File: src/hdl/pau_pkg.sv
/*
 * package of the process alarm unit: register map, field layout, modes.
 * assumes a classic wishbone slave with 32-bit data and byte addresses.
 */
package pau_pkg;
    localparam int NUM_ALM = 4;
    localparam int NUM_EVT = 10;
    localparam int NUM_OUT = 4;
    localparam int NUM_SRC = NUM_ALM + NUM_EVT;
    localparam int VAL_W = 16;
    localparam int ADR_W = 8;
    // per-alarm block: cfg, lim_a, lim_b at stride 0x10
    localparam logic [ADR_W-1:0] ALM_BASE = 8'h00;
    localparam logic [ADR_W-1:0] ALM_STRIDE = 8'h10;
    localparam logic [3:0] OFS_CFG = 4'h0;
    localparam logic [3:0] OFS_LIMA = 4'h4;
    localparam logic [3:0] OFS_LIMB = 4'h8;
    localparam logic [ADR_W-1:0] OUT_BASE = 8'h40;
    localparam logic [ADR_W-1:0] STAT_ADR = 8'h50;
    localparam logic [ADR_W-1:0] OUTSTAT_ADR = 8'h54;
    localparam logic [ADR_W-1:0] ACK_ADR = 8'h58;
    // cfg fields
    localparam int CFG_TYPE_LSB = 0;
    localparam int CFG_LATCH_LSB = 4;
    localparam int CFG_BLOCK_BIT = 6;
    localparam int CFG_ENA_BIT = 7;
    // output route fields: source mask in 13:0, sense bit 16
    localparam int OUT_INV_BIT = 16;
    localparam logic [31:0] CFG_RST = 32'h0000_0000;
    localparam logic [31:0] OUT_RST = 32'h0000_0000;
    // event flag positions
    localparam int EV_SBRK = 0;
    localparam int EV_LBRK = 1;
    localparam int EV_LOAD = 2;
    localparam int EV_MAN = 3;
    localparam int EV_RANGE = 4;
    localparam int EV_RSP = 5;
    localparam int EV_HTR = 6;
    localparam int EV_SSW = 7;
    localparam int EV_PEND = 8;
    localparam int EV_NEW = 9;
    typedef enum logic [2:0] {
        ALM_FS_HIGH, ALM_FS_LOW, ALM_DEV_BAND, ALM_DEV_HIGH,
        ALM_DEV_LOW, ALM_CUR_HIGH, ALM_CUR_LOW
    } pau_type_t;
    typedef enum logic [1:0] {
        LATCH_OFF, LATCH_AUTO, LATCH_MAN
    } pau_latch_t;
endpackage : pau_pkg

File: src/hdl/pau_top.sv
/*
 * process alarm unit: four configurable alarms, event flags and output
 * routing with sense, registers over classic wishbone.
 * assumes samples and acknowledge are synchronous to clk_i.
 */
// Implementation choices: the Wishbone slave port and the register addresses.
// How it works
// - four alarm instances each with own type, limits and options
// - any alarms route to any outputs; several may share one output
// - full scale high active when process value above high limit
// - full scale low active when process value below low limit
// - deviation band active when pv minus setpoint outside band
// - deviation high active when pv minus setpoint above level
// - deviation low active when pv minus setpoint below level
// - current alarms compare load current against upper or lower level
// - latching off, auto or manual; latched indication held until ack
// - auto ack remembered during condition, clears when condition goes
// - manual ack ignored during condition; new ack needed afterwards
// - blocking suppresses alarm until condition first seen inactive
// - each output has configurable sense, energised or not on alarm
// - soft alarms only indicate unless grouped onto an output
// - events route and take sense exactly like alarms
// - flags for open-circuit input and loop failure
// - load failure, heater open and switch fail events from power slave
// - flag active while controller is in manual mode
// - flag active while process value is out of range
// - remote setpoint failure flag when no remote signal seen
// - program end event and new alarm event
`timescale 1ns/1ps
module pau_top (
    // clock and reset
    input wire logic clk_i,
    input wire logic rst_i,
    // wishbone slave
    input wire logic cyc_i,
    input wire logic stb_i,
    input wire logic we_i,
    input wire logic [7:0] adr_i,
    input wire logic [3:0] sel_i,
    input wire logic [31:0] dat_i,
    output logic [31:0] dat_o,
    output logic ack_o,
    // measurement samples
    input wire logic sample_valid_i,
    input wire logic signed [15:0] process_value_i,
    input wire logic signed [15:0] setpoint_value_i,
    input wire logic signed [15:0] load_current_i,
    // operator and controller status
    input wire logic alarm_ack_i,
    input wire logic sensor_open_i,
    input wire logic loop_break_i,
    input wire logic manual_mode_i,
    input wire logic pv_over_i,
    input wire logic pv_under_i,
    input wire logic remote_sp_lost_i,
    input wire logic program_end_i,
    // power slave link status
    input wire logic [1:0] power_slave_link_mode_i,
    input wire logic load_fail_i,
    input wire logic heater_open_i,
    input wire logic solid_state_switch_fail_i,
    // relay outputs
    output logic [3:0] relay_o
);
    localparam int NA = pau_pkg::NUM_ALM;
    localparam int NS = pau_pkg::NUM_SRC;
    localparam int NO = pau_pkg::NUM_OUT;
    localparam int W = pau_pkg::VAL_W;

    ////////////////////////////////////////////////////////////////////////
    // bus access
    logic req;
    logic wr_stb;
    logic [31:0] cfg_ff [NA];
    logic [31:0] lima_ff [NA];
    logic [31:0] limb_ff [NA];
    logic [31:0] route_ff [NO];
    logic [NA-1:0] alarm_ff;
    logic [pau_pkg::NUM_EVT-1:0] evt_ff;
    logic [NS-1:0] src;
    logic sw_ack;
    logic [31:0] nxt_rd;

    assign req = cyc_i & stb_i & ~ack_o;
    assign wr_stb = req & we_i;
    assign src = {evt_ff, alarm_ff};
    assign sw_ack = wr_stb && adr_i == pau_pkg::ACK_ADR && sel_i[0]
                    && dat_i[0];

    function automatic logic [31:0] merge(input logic [31:0] old,
                                          input logic [31:0] nw,
                                          input logic [3:0] be);
        logic [31:0] r;
        r = old;
        for (int b = 0; b < 4; b++) begin
            if (be[b]) begin
                r[8*b +: 8] = nw[8*b +: 8];
            end
        end
        return r;
    endfunction : merge

    always_ff @(posedge clk_i) begin
        if (rst_i) begin
            ack_o <= 1'b0;
        end else begin
            ack_o <= req;
        end
    end

    always_comb begin
        nxt_rd = 32'h0000_0000;
        for (int i = 0; i < NA; i++) begin
            if (adr_i[7:4] == 4'(i) && adr_i < pau_pkg::OUT_BASE) begin
                unique case (adr_i[3:0])
                    pau_pkg::OFS_CFG: nxt_rd = cfg_ff[i];
                    pau_pkg::OFS_LIMA: nxt_rd = lima_ff[i];
                    pau_pkg::OFS_LIMB: nxt_rd = limb_ff[i];
                    default: nxt_rd = 32'h0000_0000;
                endcase
            end
        end
        for (int o = 0; o < NO; o++) begin
            if (adr_i == pau_pkg::OUT_BASE + 8'(4 * o)) begin
                nxt_rd = route_ff[o];
            end
        end
        if (adr_i == pau_pkg::STAT_ADR) begin
            nxt_rd = 32'(src);
        end
        if (adr_i == pau_pkg::OUTSTAT_ADR) begin
            nxt_rd = 32'(relay_o);
        end
    end

    always_ff @(posedge clk_i) begin
        if (rst_i) begin
            dat_o <= 32'h0000_0000;
        end else if (req && !we_i) begin
            dat_o <= nxt_rd;
        end
    end

    ////////////////////////////////////////////////////////////////////////
    // sample capture
    logic signed [W-1:0] pv_ff;
    logic signed [W-1:0] sp_ff;
    logic signed [W-1:0] cur_ff;
    logic smp_ff;

    always_ff @(posedge clk_i) begin
        if (rst_i) begin
            pv_ff <= '0;
            sp_ff <= '0;
            cur_ff <= '0;
            smp_ff <= 1'b0;
        end else begin
            smp_ff <= sample_valid_i;
            if (sample_valid_i) begin
                pv_ff <= process_value_i;
                sp_ff <= setpoint_value_i;
                cur_ff <= load_current_i;
            end
        end
    end

    ////////////////////////////////////////////////////////////////////////
    // alarm instances
    logic signed [W:0] dev;
    logic [NA-1:0] cond;
    logic [NA-1:0] ackd_ff;
    logic [NA-1:0] armed_ff;

    assign dev = (W+1)'(pv_ff) - (W+1)'(sp_ff);

    for (genvar i = 0; i < NA; i++) begin : g_alm
        logic signed [W-1:0] la;
        logic signed [W-1:0] lb;
        logic [2:0] typ;
        logic [1:0] lat;
        logic blk;
        logic ena;
        logic raw;
        logic cfg_wr;
        assign la = lima_ff[i][W-1:0];
        assign lb = limb_ff[i][W-1:0];
        assign typ = cfg_ff[i][pau_pkg::CFG_TYPE_LSB +: 3];
        assign lat = cfg_ff[i][pau_pkg::CFG_LATCH_LSB +: 2];
        assign blk = cfg_ff[i][pau_pkg::CFG_BLOCK_BIT];
        assign ena = cfg_ff[i][pau_pkg::CFG_ENA_BIT];
        assign cfg_wr = wr_stb &&
            adr_i == pau_pkg::ALM_BASE + 8'(i) * pau_pkg::ALM_STRIDE;

        always_comb begin
            unique case (typ)
                pau_pkg::ALM_FS_HIGH: raw = pv_ff > la;
                pau_pkg::ALM_FS_LOW: raw = pv_ff < la;
                pau_pkg::ALM_DEV_BAND:
                    raw = dev > (W+1)'(la) || dev < -(W+1)'(la);
                pau_pkg::ALM_DEV_HIGH: raw = dev > (W+1)'(la);
                pau_pkg::ALM_DEV_LOW: raw = dev < (W+1)'(la);
                pau_pkg::ALM_CUR_HIGH: raw = cur_ff > la;
                pau_pkg::ALM_CUR_LOW: raw = cur_ff < lb;
                default: raw = 1'b0;
            endcase
        end
        assign cond[i] = ena & raw;

        always_ff @(posedge clk_i) begin
            if (rst_i || cfg_wr) begin
                armed_ff[i] <= 1'b0;
            end else if (!blk || (smp_ff && !cond[i])) begin
                armed_ff[i] <= 1'b1;
            end
        end

        always_ff @(posedge clk_i) begin
            if (rst_i || cfg_wr) begin
                alarm_ff[i] <= 1'b0;
                ackd_ff[i] <= 1'b0;
            end else if (cond[i] && armed_ff[i]) begin
                alarm_ff[i] <= 1'b1;
                if ((alarm_ack_i || sw_ack) &&
                    lat == pau_pkg::LATCH_AUTO) begin
                    ackd_ff[i] <= 1'b1;
                end
            end else if (lat == pau_pkg::LATCH_OFF || !armed_ff[i]) begin
                alarm_ff[i] <= 1'b0;
                ackd_ff[i] <= 1'b0;
            end else if (lat == pau_pkg::LATCH_AUTO && ackd_ff[i]) begin
                alarm_ff[i] <= 1'b0;
                ackd_ff[i] <= 1'b0;
            end else if (alarm_ack_i || sw_ack) begin
                alarm_ff[i] <= 1'b0;
                ackd_ff[i] <= 1'b0;
            end
        end
    end

    ////////////////////////////////////////////////////////////////////////
    // event flags
    logic [NA-1:0] alm_q_ff;
    logic newalm;
    assign newalm = |(alarm_ff & ~alm_q_ff);

    always_ff @(posedge clk_i) begin
        if (rst_i) begin
            evt_ff <= '0;
            alm_q_ff <= '0;
        end else begin
            alm_q_ff <= alarm_ff;
            evt_ff[pau_pkg::EV_SBRK] <= sensor_open_i;
            evt_ff[pau_pkg::EV_LBRK] <= loop_break_i;
            evt_ff[pau_pkg::EV_LOAD] <= load_fail_i &&
                power_slave_link_mode_i == 2'd1;
            evt_ff[pau_pkg::EV_HTR] <= heater_open_i &&
                power_slave_link_mode_i == 2'd2;
            evt_ff[pau_pkg::EV_SSW] <= solid_state_switch_fail_i &&
                power_slave_link_mode_i == 2'd2;
            evt_ff[pau_pkg::EV_MAN] <= manual_mode_i;
            evt_ff[pau_pkg::EV_RANGE] <= pv_over_i | pv_under_i;
            evt_ff[pau_pkg::EV_RSP] <= remote_sp_lost_i;
            evt_ff[pau_pkg::EV_PEND] <= program_end_i;
            if (newalm) begin
                evt_ff[pau_pkg::EV_NEW] <= 1'b1;
            end else if (alarm_ack_i || sw_ack) begin
                evt_ff[pau_pkg::EV_NEW] <= 1'b0;
            end
        end
    end

    ////////////////////////////////////////////////////////////////////////
    // configuration writes
    for (genvar i = 0; i < NA; i++) begin : g_cfg
        logic [7:0] base;
        assign base = pau_pkg::ALM_BASE + 8'(i) * pau_pkg::ALM_STRIDE;
        always_ff @(posedge clk_i) begin
            if (rst_i) begin
                cfg_ff[i] <= pau_pkg::CFG_RST;
                lima_ff[i] <= pau_pkg::CFG_RST;
                limb_ff[i] <= pau_pkg::CFG_RST;
            end else if (wr_stb) begin
                if (adr_i == base + 8'(pau_pkg::OFS_CFG)) begin
                    cfg_ff[i] <= merge(cfg_ff[i], dat_i, sel_i)
                                 & 32'h0000_00ff;
                end
                if (adr_i == base + 8'(pau_pkg::OFS_LIMA)) begin
                    lima_ff[i] <= merge(lima_ff[i], dat_i, sel_i)
                                  & 32'h0000_ffff;
                end
                if (adr_i == base + 8'(pau_pkg::OFS_LIMB)) begin
                    limb_ff[i] <= merge(limb_ff[i], dat_i, sel_i)
                                  & 32'h0000_ffff;
                end
            end
        end
    end

    ////////////////////////////////////////////////////////////////////////
    // output routing
    for (genvar o = 0; o < NO; o++) begin : g_out
        logic hit;
        assign hit = |(route_ff[o][NS-1:0] & src);
        always_ff @(posedge clk_i) begin
            if (rst_i) begin
                route_ff[o] <= pau_pkg::OUT_RST;
                relay_o[o] <= 1'b0;
            end else begin
                if (wr_stb && adr_i == pau_pkg::OUT_BASE + 8'(4 * o)) begin
                    route_ff[o] <= merge(route_ff[o], dat_i, sel_i)
                                   & 32'h0001_3fff;
                end
                relay_o[o] <= hit ^ route_ff[o][pau_pkg::OUT_INV_BIT];
            end
        end
    end
endmodule : pau_top

File: config.mk
export PLATFORM = sky130hd
export DESIGN_NAME = pau_top
export DESIGN_NICKNAME = d
export VERILOG_FILES = /design/src/hdl/pau_pkg.sv /design/src/hdl/pau_top.sv
export SDC_FILE = /design/constraint.sdc
export NUM_CORES = 1
export LEC_CHECK = 0
export BUFFER_PORTS_ARGS = -buffer_cell sky130_fd_sc_hd__buf_2
export CAP_MARGIN = 25
export CORE_AREA = 4 4 204 405
export CTS_BUF_LIST = sky130_fd_sc_hd__clkbuf_16
export DETAILED_ROUTE_END_ITERATION = 10
export DIE_AREA = 0 0 208 409
export PLACE_DENSITY_LB_ADDON = 0.25
export SLEW_MARGIN = 20
export SYNTH_ARGS = -nofsm -noshare
export SYNTH_HDL_FRONTEND = slang
export SYNTH_SLANG_ARGS = --single-unit
File: constraint.sdc
create_clock -name clk_i -period 11.88 [get_ports clk_i]
set_input_delay 0.594 -clock clk_i [delete_from_list [all_inputs] [get_ports clk_i]]
set_output_delay 0.594 -clock clk_i [all_outputs]
set_load 0.005 [all_outputs]
# ---- Yosys cells after proc, flatten, opt, wreduce, memory -nomap -nowiden
# Memory sizes are Yosys's and may differ from the RTL's.
# Cells that the tools add are included.
dict set report word_totals {
  register_bits 112
  ram_bits 220
  out_inout_bits 37
  n_memories 4
}
# memory words width rd rd_clocked_by_memory_dff write_ports line
set mem_list {}
lappend mem_list {lima_ff 4 16 4 0 4 pau_top.sv:75} ;# logic [31:0] lima_ff [NA];
lappend mem_list {limb_ff 4 16 4 0 4 pau_top.sv:76} ;# logic [31:0] limb_ff [NA];
lappend mem_list {route_ff 4 15 4 0 4 pau_top.sv:77} ;# logic [31:0] route_ff [NO];
lappend mem_list {cfg_ff 4 8 4 0 4 pau_top.sv:74} ;# logic [31:0] cfg_ff [NA];
dict set report op_classes {
  add_sub_neg 5
  order_cmp 29
  eq_ne 57
  mux 234
  bitwise 35
  reduce_logical 90
}
# operator n
set ops {}
lappend ops {{8-bit 2-to-1 mux} 96}
lappend ops {{32-bit one-hot mux with 3 select lines} 4}
lappend ops {{32-bit 2-to-1 mux} 10}
lappend ops {{16-bit > comparator} 8}
lappend ops {{16-bit < comparator} 8}
lappend ops {{16-bit 2-to-1 mux} 8}
lappend ops {{1-bit 2-to-1 mux} 96}
lappend ops {{6-bit 2-to-1 mux} 12}
lappend ops {{17-bit by 16-bit > comparator with 1-bit output} 4}
lappend ops {{17-bit by 16-bit < comparator with 1-bit output} 4}
lappend ops {{17-bit < comparator} 4}
lappend ops {{16-bit negator with 17-bit output} 4}
lappend ops {{15-bit 2-to-1 mux} 4}
lappend ops {{14-bit AND} 4}
lappend ops {{8-bit by 7-bit == test with 1-bit output, second input constant} 7}
lappend ops {{14-bit OR reduction} 4}
lappend ops {{8-bit by 6-bit == test with 1-bit output, second input constant} 6}
lappend ops {{3-bit == test, second input constant} 12}
lappend ops {{1-bit logical AND} 35}
lappend ops {{1-bit one-hot mux with 7 select lines} 4}
lappend ops {{3-bit by 2-bit == test with 1-bit output, second input constant} 8}
lappend ops {{8-bit by 5-bit == test with 1-bit output, second input constant} 3}
lappend ops {{1-bit logical OR} 17}
lappend ops {{1-bit bitwise OR} 17}
lappend ops {{26 further kinds} 71}

# ---- Longest topological paths before layout
# Gate-level depths: netlist of the first run.
dict set report depth {
  depth_word 12
  ltp_mapped 22
}

# ---- Worst setup path before layout of the first run
# OpenSTA, ideal clock, no wires.
dict set report synth_timing {
  kind {register -> register}
  from {register pv_ff[0]}
  to {register armed_ff[0]}
  t_arrival_ns 4.669
  setup_slack_ns 7.091
  path_stages_with_launch 23
  path_buffers 0
  synth_period_minus_slack_ns 4.789
  cell_sequence {dfxtp_1 > inv_1 > ha_1 > fa_1 > nor2b_1 > o21ai_0 > a21boi_0 > o21ai_1 > a21oi_1 > or2_2 > a21o_1 > a21oi_1 > xnor2_1 > ha_1 > a21o_1 > a211oi_1 > o21ai_1 > o211a_1 > or4_1 > o2111a_1 > a2111oi_4 > nor3b_1 > o31a_1}
}
dict set report synth_between {
  elab_chain_len 8
  word_cells_on_any_way 12
}
# item line
set synth_rtl {}
lappend synth_rtl {{start: declaration} pau_top.sv:146} ;# logic signed [W-1:0] pv_ff;
lappend synth_rtl {{start signal: assignment} pau_top.sv:160} ;# pv_ff <= process_value_i;
lappend synth_rtl {{16-bit by 16-bit subtractor with 17-bit output} pau_top.sv:174} ;# assign dev = (W+1)'(pv_ff) - (W+1)'(sp_ff);
lappend synth_rtl {{17-bit by 16-bit > comparator with 1-bit output or 17-bit < comparator (tied branches)} {pau_top.sv:199, pau_top.sv:200}}
lappend synth_rtl {{1-bit logical OR} pau_top.sv:199} ;# raw = dev > (W+1)'(la) || dev < -(W+1)'(la);
lappend synth_rtl {{1-bit one-hot mux with 7 select lines *} pau_top.sv:195} ;# unique case (typ)
lappend synth_rtl {{1-bit AND *} pau_top.sv:207} ;# assign cond[i] = ena & raw;
lappend synth_rtl {{1-bit zero test *} pau_top.sv:212} ;# end else if (!blk || (smp_ff && !cond[i])) begin
lappend synth_rtl {{1-bit logical AND *} pau_top.sv:212}
lappend synth_rtl {{1-bit logical OR *} pau_top.sv:212}
lappend synth_rtl {{end signal: indexed assignment} pau_top.sv:211} ;# armed_ff[i] <= 1'b0;
lappend synth_rtl {{end signal: indexed assignment} pau_top.sv:213} ;# armed_ff[i] <= 1'b1;
lappend synth_rtl {{end: declaration} pau_top.sv:172} ;# logic [NA-1:0] armed_ff;
# Every way passes the cells marked *; elsewhere a longest branch is shown, timed or not.
# A chain may end at the register's enable or synchronous reset.

# ---- Worst setup path after layout of the first run
# Ends and elaborated chain as after synthesis.

==> impl_metrics.py, run 1 <==
metrics = {
    "synth": {
        "netlist_area_um2": 23700,
        "yosysWarnings": 0,
        "synth_cell_types": 78,
        "synth.ff_latch_count": 317,
        "postSynth.asyncResetShare": 0,
        "ys_seq_area_frac": 0.361,
        "synth_top_area_frac": 0.279,
        "synth-edff-count": 220,
        "synth_ff_type": "edfxtp_1",
        "synthCells": 2493,
        "synth_top_area_cell": "edfxtp_1",
        "yosysMostFrequentCell": "ha_1",
        "synthTopCellsByArea": "edfxtp_1 (28%), ha_1 (18%), dfxtp_1 (8.2%)",
        "netlist_top_cells_count": "ha_1 (340), edfxtp_1 (220), inv_1 (194), nor2_1 (190), and2_1 (167)",
        "syn_avg_cell_area_um2": 9.49,
    },
    "worst_setup_path": {
        "worstPathRequired_ns": 12.38,
        "crit_slowest_cell": "a2111oi_4",
        "crit_arrival_ns": 7.35,
        "critPathBufInv": 2,
        "critPathLaunchType": "flip-flop",
        "crit_fanout": 8,
        "path_cells": "inv_1 > ha_1 > fa_1 > nor2b_1 > o21ai_0 > a21boi_0 > o21ai_1 > a21oi_1 > o2111ai_1 > a31oi_1 > a211o_1 > o221ai_1 > buf_4 > ha_1 > nand4_1 > a211oi_1 > o21ai_1 > a31oi_1 > o21ai_0 > o2111a_1 > a2111oi_4 > nor3b_1 > o31a_1",
        "critical_path_class": "flip-flop to flip-flop",
        "max_stage_delay_ns": 0.72,
        "cpLargestDelayFamily": "compound AO/OA/AOI/OAI gates",
        "crit_path_end_kind": "flip-flop",
    },
    "cts": {
        "ctsResizeCount": 0,
        "clock_path_buffers": 3,
        "clk_pin_slew_ns": 0.07,
        "post_cts_buffers": 0,
        "clk_latency_ns": 0.63,
        "holdBufCountCts": 0,
        "cts_sinks": 317,
        "cts_tree": "yes",
        "root_buffer": "clkbuf_16",
        "cts-buffers-inserted": 31,
        "cts-htree-levels": 1,
    },
    "detailed_routing": {
        "finalWirelength_mm": 101,
        "wl_per_cell_um": 27.8,
        "drc_errors": 0,
        "first_pass_iters": 7,
        "drtIter0Drc": 1299,
        "drtAntennaViolNets": 0,
        "vias": 20472,
        "routed_via_density": 5.61,
    },
    "die": {
        "die_y_um": 409,
        "ioPinCount": 148,
        "die_area_um2": 85100,
        "start_util": 0.298,
        "die_x_um": 208,
        "coreArea_um2": 79300,
        "rows": 146,
    },
    "power": {
        "powerDensity_nw_per_um2": 122,
        "ir_drop_mv": 0.109,
        "leakage_nw": 11.5,
    },
    "grt": {
        "grt_antenna_before_repair": 4,
        "grt_pass1_wl_mm": 144,
        "grt_pass1_vias": 21174,
        "grt_overflow": 0,
        "track_usage": 0.230,
        "grt_max_degree": 72,
    },
    "placed_design": {
        "gp_congestion": 0.985,
        "place_hpwl_mm": 79.9,
        "portBuffers": 116,
        "place_area_um2": 25500,
        "dp_slack_ns": 5.32,
    },
    "sta": {
        "fin_ws_ns": 5.02,
        "fin_skew_ns": 0.0329,
        "holdWs_ns": 0.148,
        "relSlewSlack": 0.271,
        "maxSlewViolCount": 0,
        "finalCritPeriodShare": 0.577,
        "setup_violations": 0,
        "fmax_mhz": 146,
        "tns_ns": 0,
        "worstMarginPinSlew_ns": 1.09,
        "period_minus_slack_ns": 6.86,
        "rsz0062_at_grt": "no",
        "final_hold_viol_count": 0,
    },
    "final_layout": {
        "final_layout_size_suffix_gt1_frac": 0.0881,
        "fin_nets": 3039,
        "area_growth_pct": 12.1,
        "register_area_um2": 8550,
        "final_area_um2": 26500,
        "fillers": 8201,
        "multiInputGateArea_um2": 14000,
    },
    "flow_run": {
        "max_cap_violations": 0,
    },
    "worst_hold_path": {
        "hold_class": "input pin to flip-flop",
    },
    "run_status": {
        "status": "finished, final reports clean",
    },
}
[layout make-up]
type                    count  share of cell area
flip-flops and latches    317               0.322
inverters                 195              0.0276
diodes                      1           0.0000944
clock buffers              31              0.0293
clock inverters            27             0.00948
repair buffers            162              0.0351
multi-input cells        1880               0.527
well taps                1036              0.0489
[flip-flops by register name (all words and copies together), names as in the netlist, 10 cells and up]
signal / cells
cfg_ff: 32
evt_ff: 10
sp_ff: 16
dat_o: 17
pv_ff: 16
route_ff: 60
lima_ff: 64
limb_ff: 64
cur_ff: 16
[report_power, final]
| group | total [mW] | switching [mW] | internal (mW) |
|---|---|---|---|
| registers | 1.30 | 0.0707 | 1.23 |
| clock network | 1.04 | 0.458 | 0.580 |
| logic | 0.900 | 0.565 | 0.335 |
| total | 3.24 | 1.09 | 2.14 |
[stage by stage]
stage	power, mW	instances	util
after floorplan	1.83	2507	-
after CTS	3.25	3648	0.334
final	3.24	3649	0.334
after global routing	3.38	3648	0.334
after global placement	2.18	3590	0.321
after detailed placement	2.21	3590	0.321
[worst paths after layout]
check	startpoint	endpoint	slack, ns	depth (start not counted)
min	power_slave_link_mode_i[1]	evt_ff[2]	0.15	2
max	pv_ff[0]	armed_ff[0]	5.02	23
max reg2reg	pv_ff[0]	armed_ff[0]	5.02	23
min reg2reg	armed_ff[1]	armed_ff[1]	0.47	2
[per-layer routing]
layer,up-vias,part of all wire,wire length [µm],GRT usage
li1,9416,-,-,-
met1,9806,0.33,33600,0.225
met2,879,0.50,50200,0.410
met3,367,0.048,4880,0.0286
met4,4,0.12,12600,0.222
met5,-,0.00027,27,0
[cell usage in the layout, fill, tap and decap left out, types with 38 or more instances in the layout]
master | Yosys | final
a21oi_1 | 111 | 111
nand2_1 | 118 | 118
mux2i_1 | 67 | 67
o21ai_0 | 55 | 55
a22oi_1 | 57 | 57
edfxtp_1 | 220 | 220
nor2_1 | 190 | 185
a221oi_1 | 42 | 42
buf_2 | 7 | 114
inv_1 | 194 | 203
and3_1 | 69 | 69
xnor2_1 | 63 | 59
buf_4 | 17 | 48
dfxtp_1 | 97 | 97
nor3_1 | 51 | 50
nor2b_1 | 38 | 38
ha_1 | 340 | 340
nand4_1 | 43 | 43
and2_1 | 167 | 167
nand3_1 | 55 | 55
a21o_1 | 75 | 75
[logic make-up (layout without fill, tap and decap cells)]
group,Yosys count,count (layout),synth area share
and+or+nand+nor,807,807,0.179
AOI/OAI and AO/OA,582,582,0.173
adders and majority gates,341,341,0.181
DFF,317,317,0.361
buffers and inverters,310,415,0.0523
xor gates and xnor gates,68,68,0.0252
muxes,67,67,0.0284
other,1,16,0.000159
No activity file was read; power rests on OpenSTA's default activity.
==> run 2: changes to the inputs <==
- clock period: 11.88 -> 7 ns (I/O delays scaled with it)
==> run 2 against run 1 <==
  * Sequential power rose by 71%
  * Sequential share of layout area fell by 0.32 points
  * Cell count is 0.66% higher
  * Wire length grew 2.4%
  * Critical path depth unchanged
  * Combinational power grew 70%
  * Largest cell class unchanged
==> impl_metrics.py, run 2 (same netlist as run 1, synthesis figures left out) <==
metrics = {
    "run_status": {
        "status": "finished, final reports clean",
    },
    "cts": {
        "cts-buffers-inserted": 34,
        "clk_latency_ns": 0.57,
        "cts_tree": "yes",
        "post_cts_buffers": 0,
        "holdBufCountCts": 13,
        "cts_sinks": 317,
        "ctsResizeCount": 0,
        "cts-htree-levels": 2,
        "root_buffer": "clkbuf_16",
        "clk_pin_slew_ns": 0.06,
        "clock_path_buffers": 3,
    },
    "grt": {
        "grt_antenna_before_repair": 2,
        "grt_overflow": 0,
        "grt_max_degree": 69,
        "track_usage": 0.235,
        "grt_pass1_vias": 21398,
        "grt_pass1_wl_mm": 146,
    },
    "sta": {
        "fmax_mhz": 175,
        "period_minus_slack_ns": 5.72,
        "finalCritPeriodShare": 0.817,
        "rsz0062_at_grt": "no",
        "setup_violations": 0,
        "worstMarginPinSlew_ns": 1.21,
        "relSlewSlack": 0.185,
        "fin_ws_ns": 1.28,
        "fin_skew_ns": 0.0283,
        "final_hold_viol_count": 0,
        "tns_ns": 0,
        "maxSlewViolCount": 0,
    },
    "worst_setup_path": {
        "crit_fanout": 7,
        "critPathLaunchType": "flip-flop",
        "crit_path_end_kind": "flip-flop",
        "crit_arrival_ns": 6.17,
        "critical_path_class": "flip-flop to flip-flop",
        "worstPathRequired_ns": 7.46,
    },
    "power": {
        "powerDensity_nw_per_um2": 211,
        "leakage_nw": 11.6,
        "ir_drop_mv": 0.179,
    },
    "detailed_routing": {
        "drtIter0Drc": 1353,
        "wl_per_cell_um": 28.2,
        "drtAntennaViolNets": 0,
        "vias": 20585,
        "first_pass_iters": 5,
        "routed_via_density": 5.60,
        "drc_errors": 0,
        "finalWirelength_mm": 104,
    },
    "final_layout": {
        "layout_common_cells": "ha_1 (340), edfxtp_1 (220), inv_1 (196)",
        "multiInputGateArea_um2": 13900,
        "area_growth_pct": 13.2,
        "final_layout_size_suffix_gt1_frac": 0.0914,
        "final_common_cell": "ha_1",
        "fin_nets": 3062,
        "fillers": 8227,
        "largestRegisters": "lima_ff (64), limb_ff (64), route_ff (60)",
        "register_area_um2": 8550,
    },
    "worst_hold_path": {
        "hold_class": "input pin to flip-flop",
    },
    "die": {
        "die_x_um": 208,
        "start_util": 0.298,
        "rows": 146,
        "die_y_um": 409,
        "ioPinCount": 148,
        "die_area_um2": 85100,
        "coreArea_um2": 79300,
    },
    "placed_design": {
        "gp_congestion": 0.960,
        "dp_slack_ns": 1.24,
        "place_hpwl_mm": 82.3,
        "portBuffers": 116,
    },
    "flow_run": {
        "max_cap_violations": 0,
    },
}
==> run 2: critical path: stages, from the launching register on <==
cell and delay, ns:
dfxtp_1 0.32, inv_1 0.13, ha_1 0.26, fa_1 0.41, nor2b_1 0.12, o21ai_0 0.10
a21boi_0 0.25, o21ai_1 0.11, a21oi_1 0.35, o2111ai_1 0.26, a31oi_1 0.26, a21oi_1 0.12
xnor2_1 0.31, buf_4 0.27, ha_1 0.27, a21o_1 0.18, nand2_1 0.06, o2111ai_1 0.14
a211o_1 0.29, o21ai_1 0.26, nand2_1 0.09, a41oi_1 0.65, nor3b_1 0.14, o31a_1 0.28
==> run 2: through the flow <==
step	hold WS, ns	instances	util	total power, mW	area [µm²]
floorplan	0.426	2507	-	3.10	23700
global placement	0.442	3595	0.322	3.72	25500
detailed placement	0.470	3597	0.322	3.76	25500
CTS	0.000342	3672	0.338	5.67	26800
global route	0.0224	3673	0.338	5.90	26800
finish	0.0180	3673	0.338	5.64	26800
==> run 2: path summary, 6_finish.rpt <==
check / to / start / slack (ns) / depth (start not counted)
max: armed_ff[0] / pv_ff[0] / 1.28 / 23
min reg2reg: ackd_ff[1] / armed_ff[1] / 0.47 / 2
min: sp_ff[6] / setpoint_value_i[6] / 0.02 / 3
max reg2reg: armed_ff[0] / pv_ff[0] / 1.28 / 23
==> run 2: area by class of cell <==
class	instances	share of cell area
Antenna cell	1	0.0000934
Clock buffer	39	0.0364
Clock inverter	23	0.00631
Inverter	195	0.0273
Multi-Input combinational cell	1880	0.521
Sequential cell	317	0.319
Tap cell	1036	0.0484
Timing Repair Buffer	182	0.0414
==> run 2: metal layers <==
metal	global-route usage	vias up	wire length, µm
met5	0	-	17
met3	0.0274	358	4780
met4	0.247	2	13700
met1	0.224	9937	33700
met2	0.418	851	51600
li1	-	9437	-
==> run 2: report_power, final <==
part	internal [mW]	leakage [nW]	switching, mW	total (mW)
combinational	0.574	8.07	0.951	1.53
sequential	2.08	3.01	0.133	2.22
clock	1.08	0.577	0.823	1.90
==> run 3: changes to the inputs <==
- clock period: 7 -> 4.7 ns (I/O delays scaled with it)
==> run 3 against run 2 <==
  * The flow now finishes with violations (negative setup slack)
  * Highest routed layer unchanged
  * Non-clock buffer count up 238
  * Die area did not move
  * Setup slack lost 1.4 ns
  * Largest power group unchanged
  * Critical endpoint is now armed_ff[2]
  * Final area rose by 9.8%
  * Total power up 58%
  * Largest cell class unchanged
==> impl_metrics.py, run 3 (same netlist as run 1, synthesis figures left out) <==
metrics = {
    "detailed_routing": {
        "wl_per_cell_um": 28.8,
        "routed_via_density": 5.60,
        "drc_errors": 0,
        "drtAntennaViolNets": 0,
        "drtIter0Drc": 1510,
        "vias": 21873,
        "first_pass_iters": 5,
        "finalWirelength_mm": 113,
    },
    "run_status": {
        "violations": "negative setup slack",
        "status": "finished, violations left",
    },
    "die": {
        "rows": 146,
        "die_x_um": 208,
        "ioPinCount": 148,
        "die_area_um2": 85100,
        "die_y_um": 409,
        "start_util": 0.298,
        "coreArea_um2": 79300,
    },
    "worst_setup_path": {
        "rr_worst_depth": 25,
        "rrSetupSlack_ns": -0.13,
        "r2r_start": "pv_ff[1]",
        "crit_slowest_cell": "nor3_4",
        "crit_arrival_ns": 5.34,
        "worstPathRequired_ns": 5.22,
        "crit_fanout": 3,
        "crit_top_cell": "buf_4",
        "critical_path_class": "flip-flop to flip-flop",
        "worstReg2RegEnd": "armed_ff[2]",
        "critPathLaunchType": "flip-flop",
        "crit_path_end_kind": "flip-flop",
        "max_stage_delay_ns": 0.35,
    },
    "placed_design": {
        "portBuffers": 116,
        "place_hpwl_mm": 90.7,
        "gp_congestion": 0.999,
        "place_area_um2": 26800,
        "dp_cells": 3755,
        "dp_slack_ns": -0.883,
    },
    "cts": {
        "root_buffer": "clkbuf_16",
        "cts-htree-levels": 1,
        "cts-buffers-inserted": 31,
        "cts_sinks": 317,
        "clock_path_buffers": 3,
        "clk_latency_ns": 0.63,
        "cts_tree": "yes",
        "clk_pin_slew_ns": 0.07,
    },
    "final_layout": {
        "area_growth_pct": 24.3,
        "final_layout_size_suffix_gt1_frac": 0.177,
        "final_area_um2": 29400,
        "largestRegisters": "lima_ff (64), limb_ff (64), route_ff (60)",
        "layout_common_cells": "ha_1 (318), edfxtp_1 (220), buf_4 (218)",
        "register_area_um2": 8550,
        "fin_nets": 3297,
        "multiInputGateArea_um2": 14600,
        "final_common_cell": "ha_1",
        "fin_cells": 3908,
        "fillers": 8053,
    },
    "power": {
        "leakage_nw": 12.9,
        "switching_share": 0.348,
        "intPower_mw": 5.83,
        "p_sw_mw": 3.11,
        "pwr-share-comb": 0.348,
        "powerDensity_nw_per_um2": 304,
        "power_frac_clock": 0.285,
        "seq_power_share": 0.367,
        "ir_drop_mv": 0.273,
    },
    "sta": {
        "worstMarginPinSlew_ns": 1.14,
        "holdWs_ns": 0.0775,
        "fmax_mhz": 207,
        "fin_skew_ns": 0.0204,
        "finalCritPeriodShare": 1.03,
        "final_hold_viol_count": 0,
        "rsz0062_at_grt": "yes",
        "fin_ws_ns": -0.125,
        "relSlewSlack": 0.235,
        "maxSlewViolCount": 0,
        "setup_violations": 5,
        "period_minus_slack_ns": 4.83,
    },
    "grt": {
        "grt_pass1_vias": 22838,
        "grt_antenna_before_repair": 5,
        "track_usage": 0.255,
        "grt_pass1_wl_mm": 158,
        "grt_max_degree": 72,
        "grt_overflow": 0,
    },
    "worst_hold_path": {
        "hold_class": "input pin to flip-flop",
        "hold_end": "lima_ff[2][15]",
        "whs_path_depth": 2,
        "hold_start": "dat_i[15]",
    },
    "flow_run": {
        "max_cap_violations": 0,
    },
}
## run 3: cell count changes in the layout (fill, tap and decap cells not counted), moves of 6 or more
cell           before  now
a21oi_1           111  103
a21oi_2             0    7
buf_12              0    6
buf_4              54  218
buf_6               0   16
clkbuf_16          39   32
dlygate4sd3_1      13   64
ha_1              340  318
ha_4                0   22
## run 3: stage by stage
| stage | power (mW) | utilization | setup TNS [ns] |
|---|---|---|---|
| finish | 8.94 | 0.371 | -0.398 |
| global route | 9.32 | 0.371 | -2.23 |
| CTS | 8.82 | 0.366 | -0.642 |
| detailed placement | 5.99 | 0.338 | -6.04 |
| global placement | 5.95 | 0.338 | -6.51 |
| floorplan | 4.62 | - | 0 |
## run 3: layer usage
layer,part of all wire,vias to the layer above,track usage
met5,0.000098,-,0
met4,0.14,2,0.285
met3,0.047,437,0.0295
met2,0.50,973,0.460
met1,0.31,10541,0.230
li1,-,9920,-
## run 3: critical path, delay by kind of cell, from the launching register on
| family | cells | cell delay [ns] |
|---|---|---|
| fa+ha+maj | 2 | 0.47 |
| xor+xnor | 1 | 0.08 |
| buf+inv | 5 | 0.72 |
| compound gates | 14 | 2.44 |
| simple gates | 3 | 0.68 |
| flops | 1 | 0.32 |
## run 3: power by group through the flow
| stage | registers [mW] | clock network (mW) | logic [mW] |
|---|---|---|---|
| after global routing | 3.28 | 2.69 | 3.35 |
| after CTS | 3.27 | 2.60 | 2.95 |
| after global placement | 3.33 | 0 | 2.62 |
| final | 3.28 | 2.55 | 3.11 |
| after floorplan | 3.25 | 0 | 1.38 |
| after detailed placement | 3.33 | 0 | 2.66 |
## run 3: area by class of cell
| cell class | instances | area share |
|---|---|---|
| multi-input cells | 1880 | 0.498 |
| flip-flops and latches | 317 | 0.291 |
| repair buffers | 420 | 0.108 |
| well taps | 1036 | 0.0441 |
| clock buffers | 32 | 0.0272 |
| inverters | 195 | 0.0250 |
| clock inverters | 26 | 0.00677 |
| diodes | 2 | 0.000170 |
## run 3: worst max path at each step
| stage | start | end | slack, ns | cells after the start |
|---|---|---|---|---|
| floorplan | pv_ff[0] | armed_ff[0] | 0.07 | 22 |
| global placement | pv_ff[0] | armed_ff[2] | -0.88 | 25 |
| detailed placement | pv_ff[0] | armed_ff[2] | -0.88 | 25 |
| CTS | pv_ff[0] | ackd_ff[1] | -0.13 | 24 |
| global route | sp_ff[1] | armed_ff[0] | -0.29 | 26 |
| finish | pv_ff[1] | armed_ff[2] | -0.13 | 25 |
## run 3: repair_timing
action                     in CTS  in global routing
pin swaps                      51                 53
hold buffers                   64                  0
setup endpoints to repair      12                 12
resized for setup              79                 47
setup buffers                  25                  8
gates cloned                    0                  0
hold endpoints to repair       66                  0
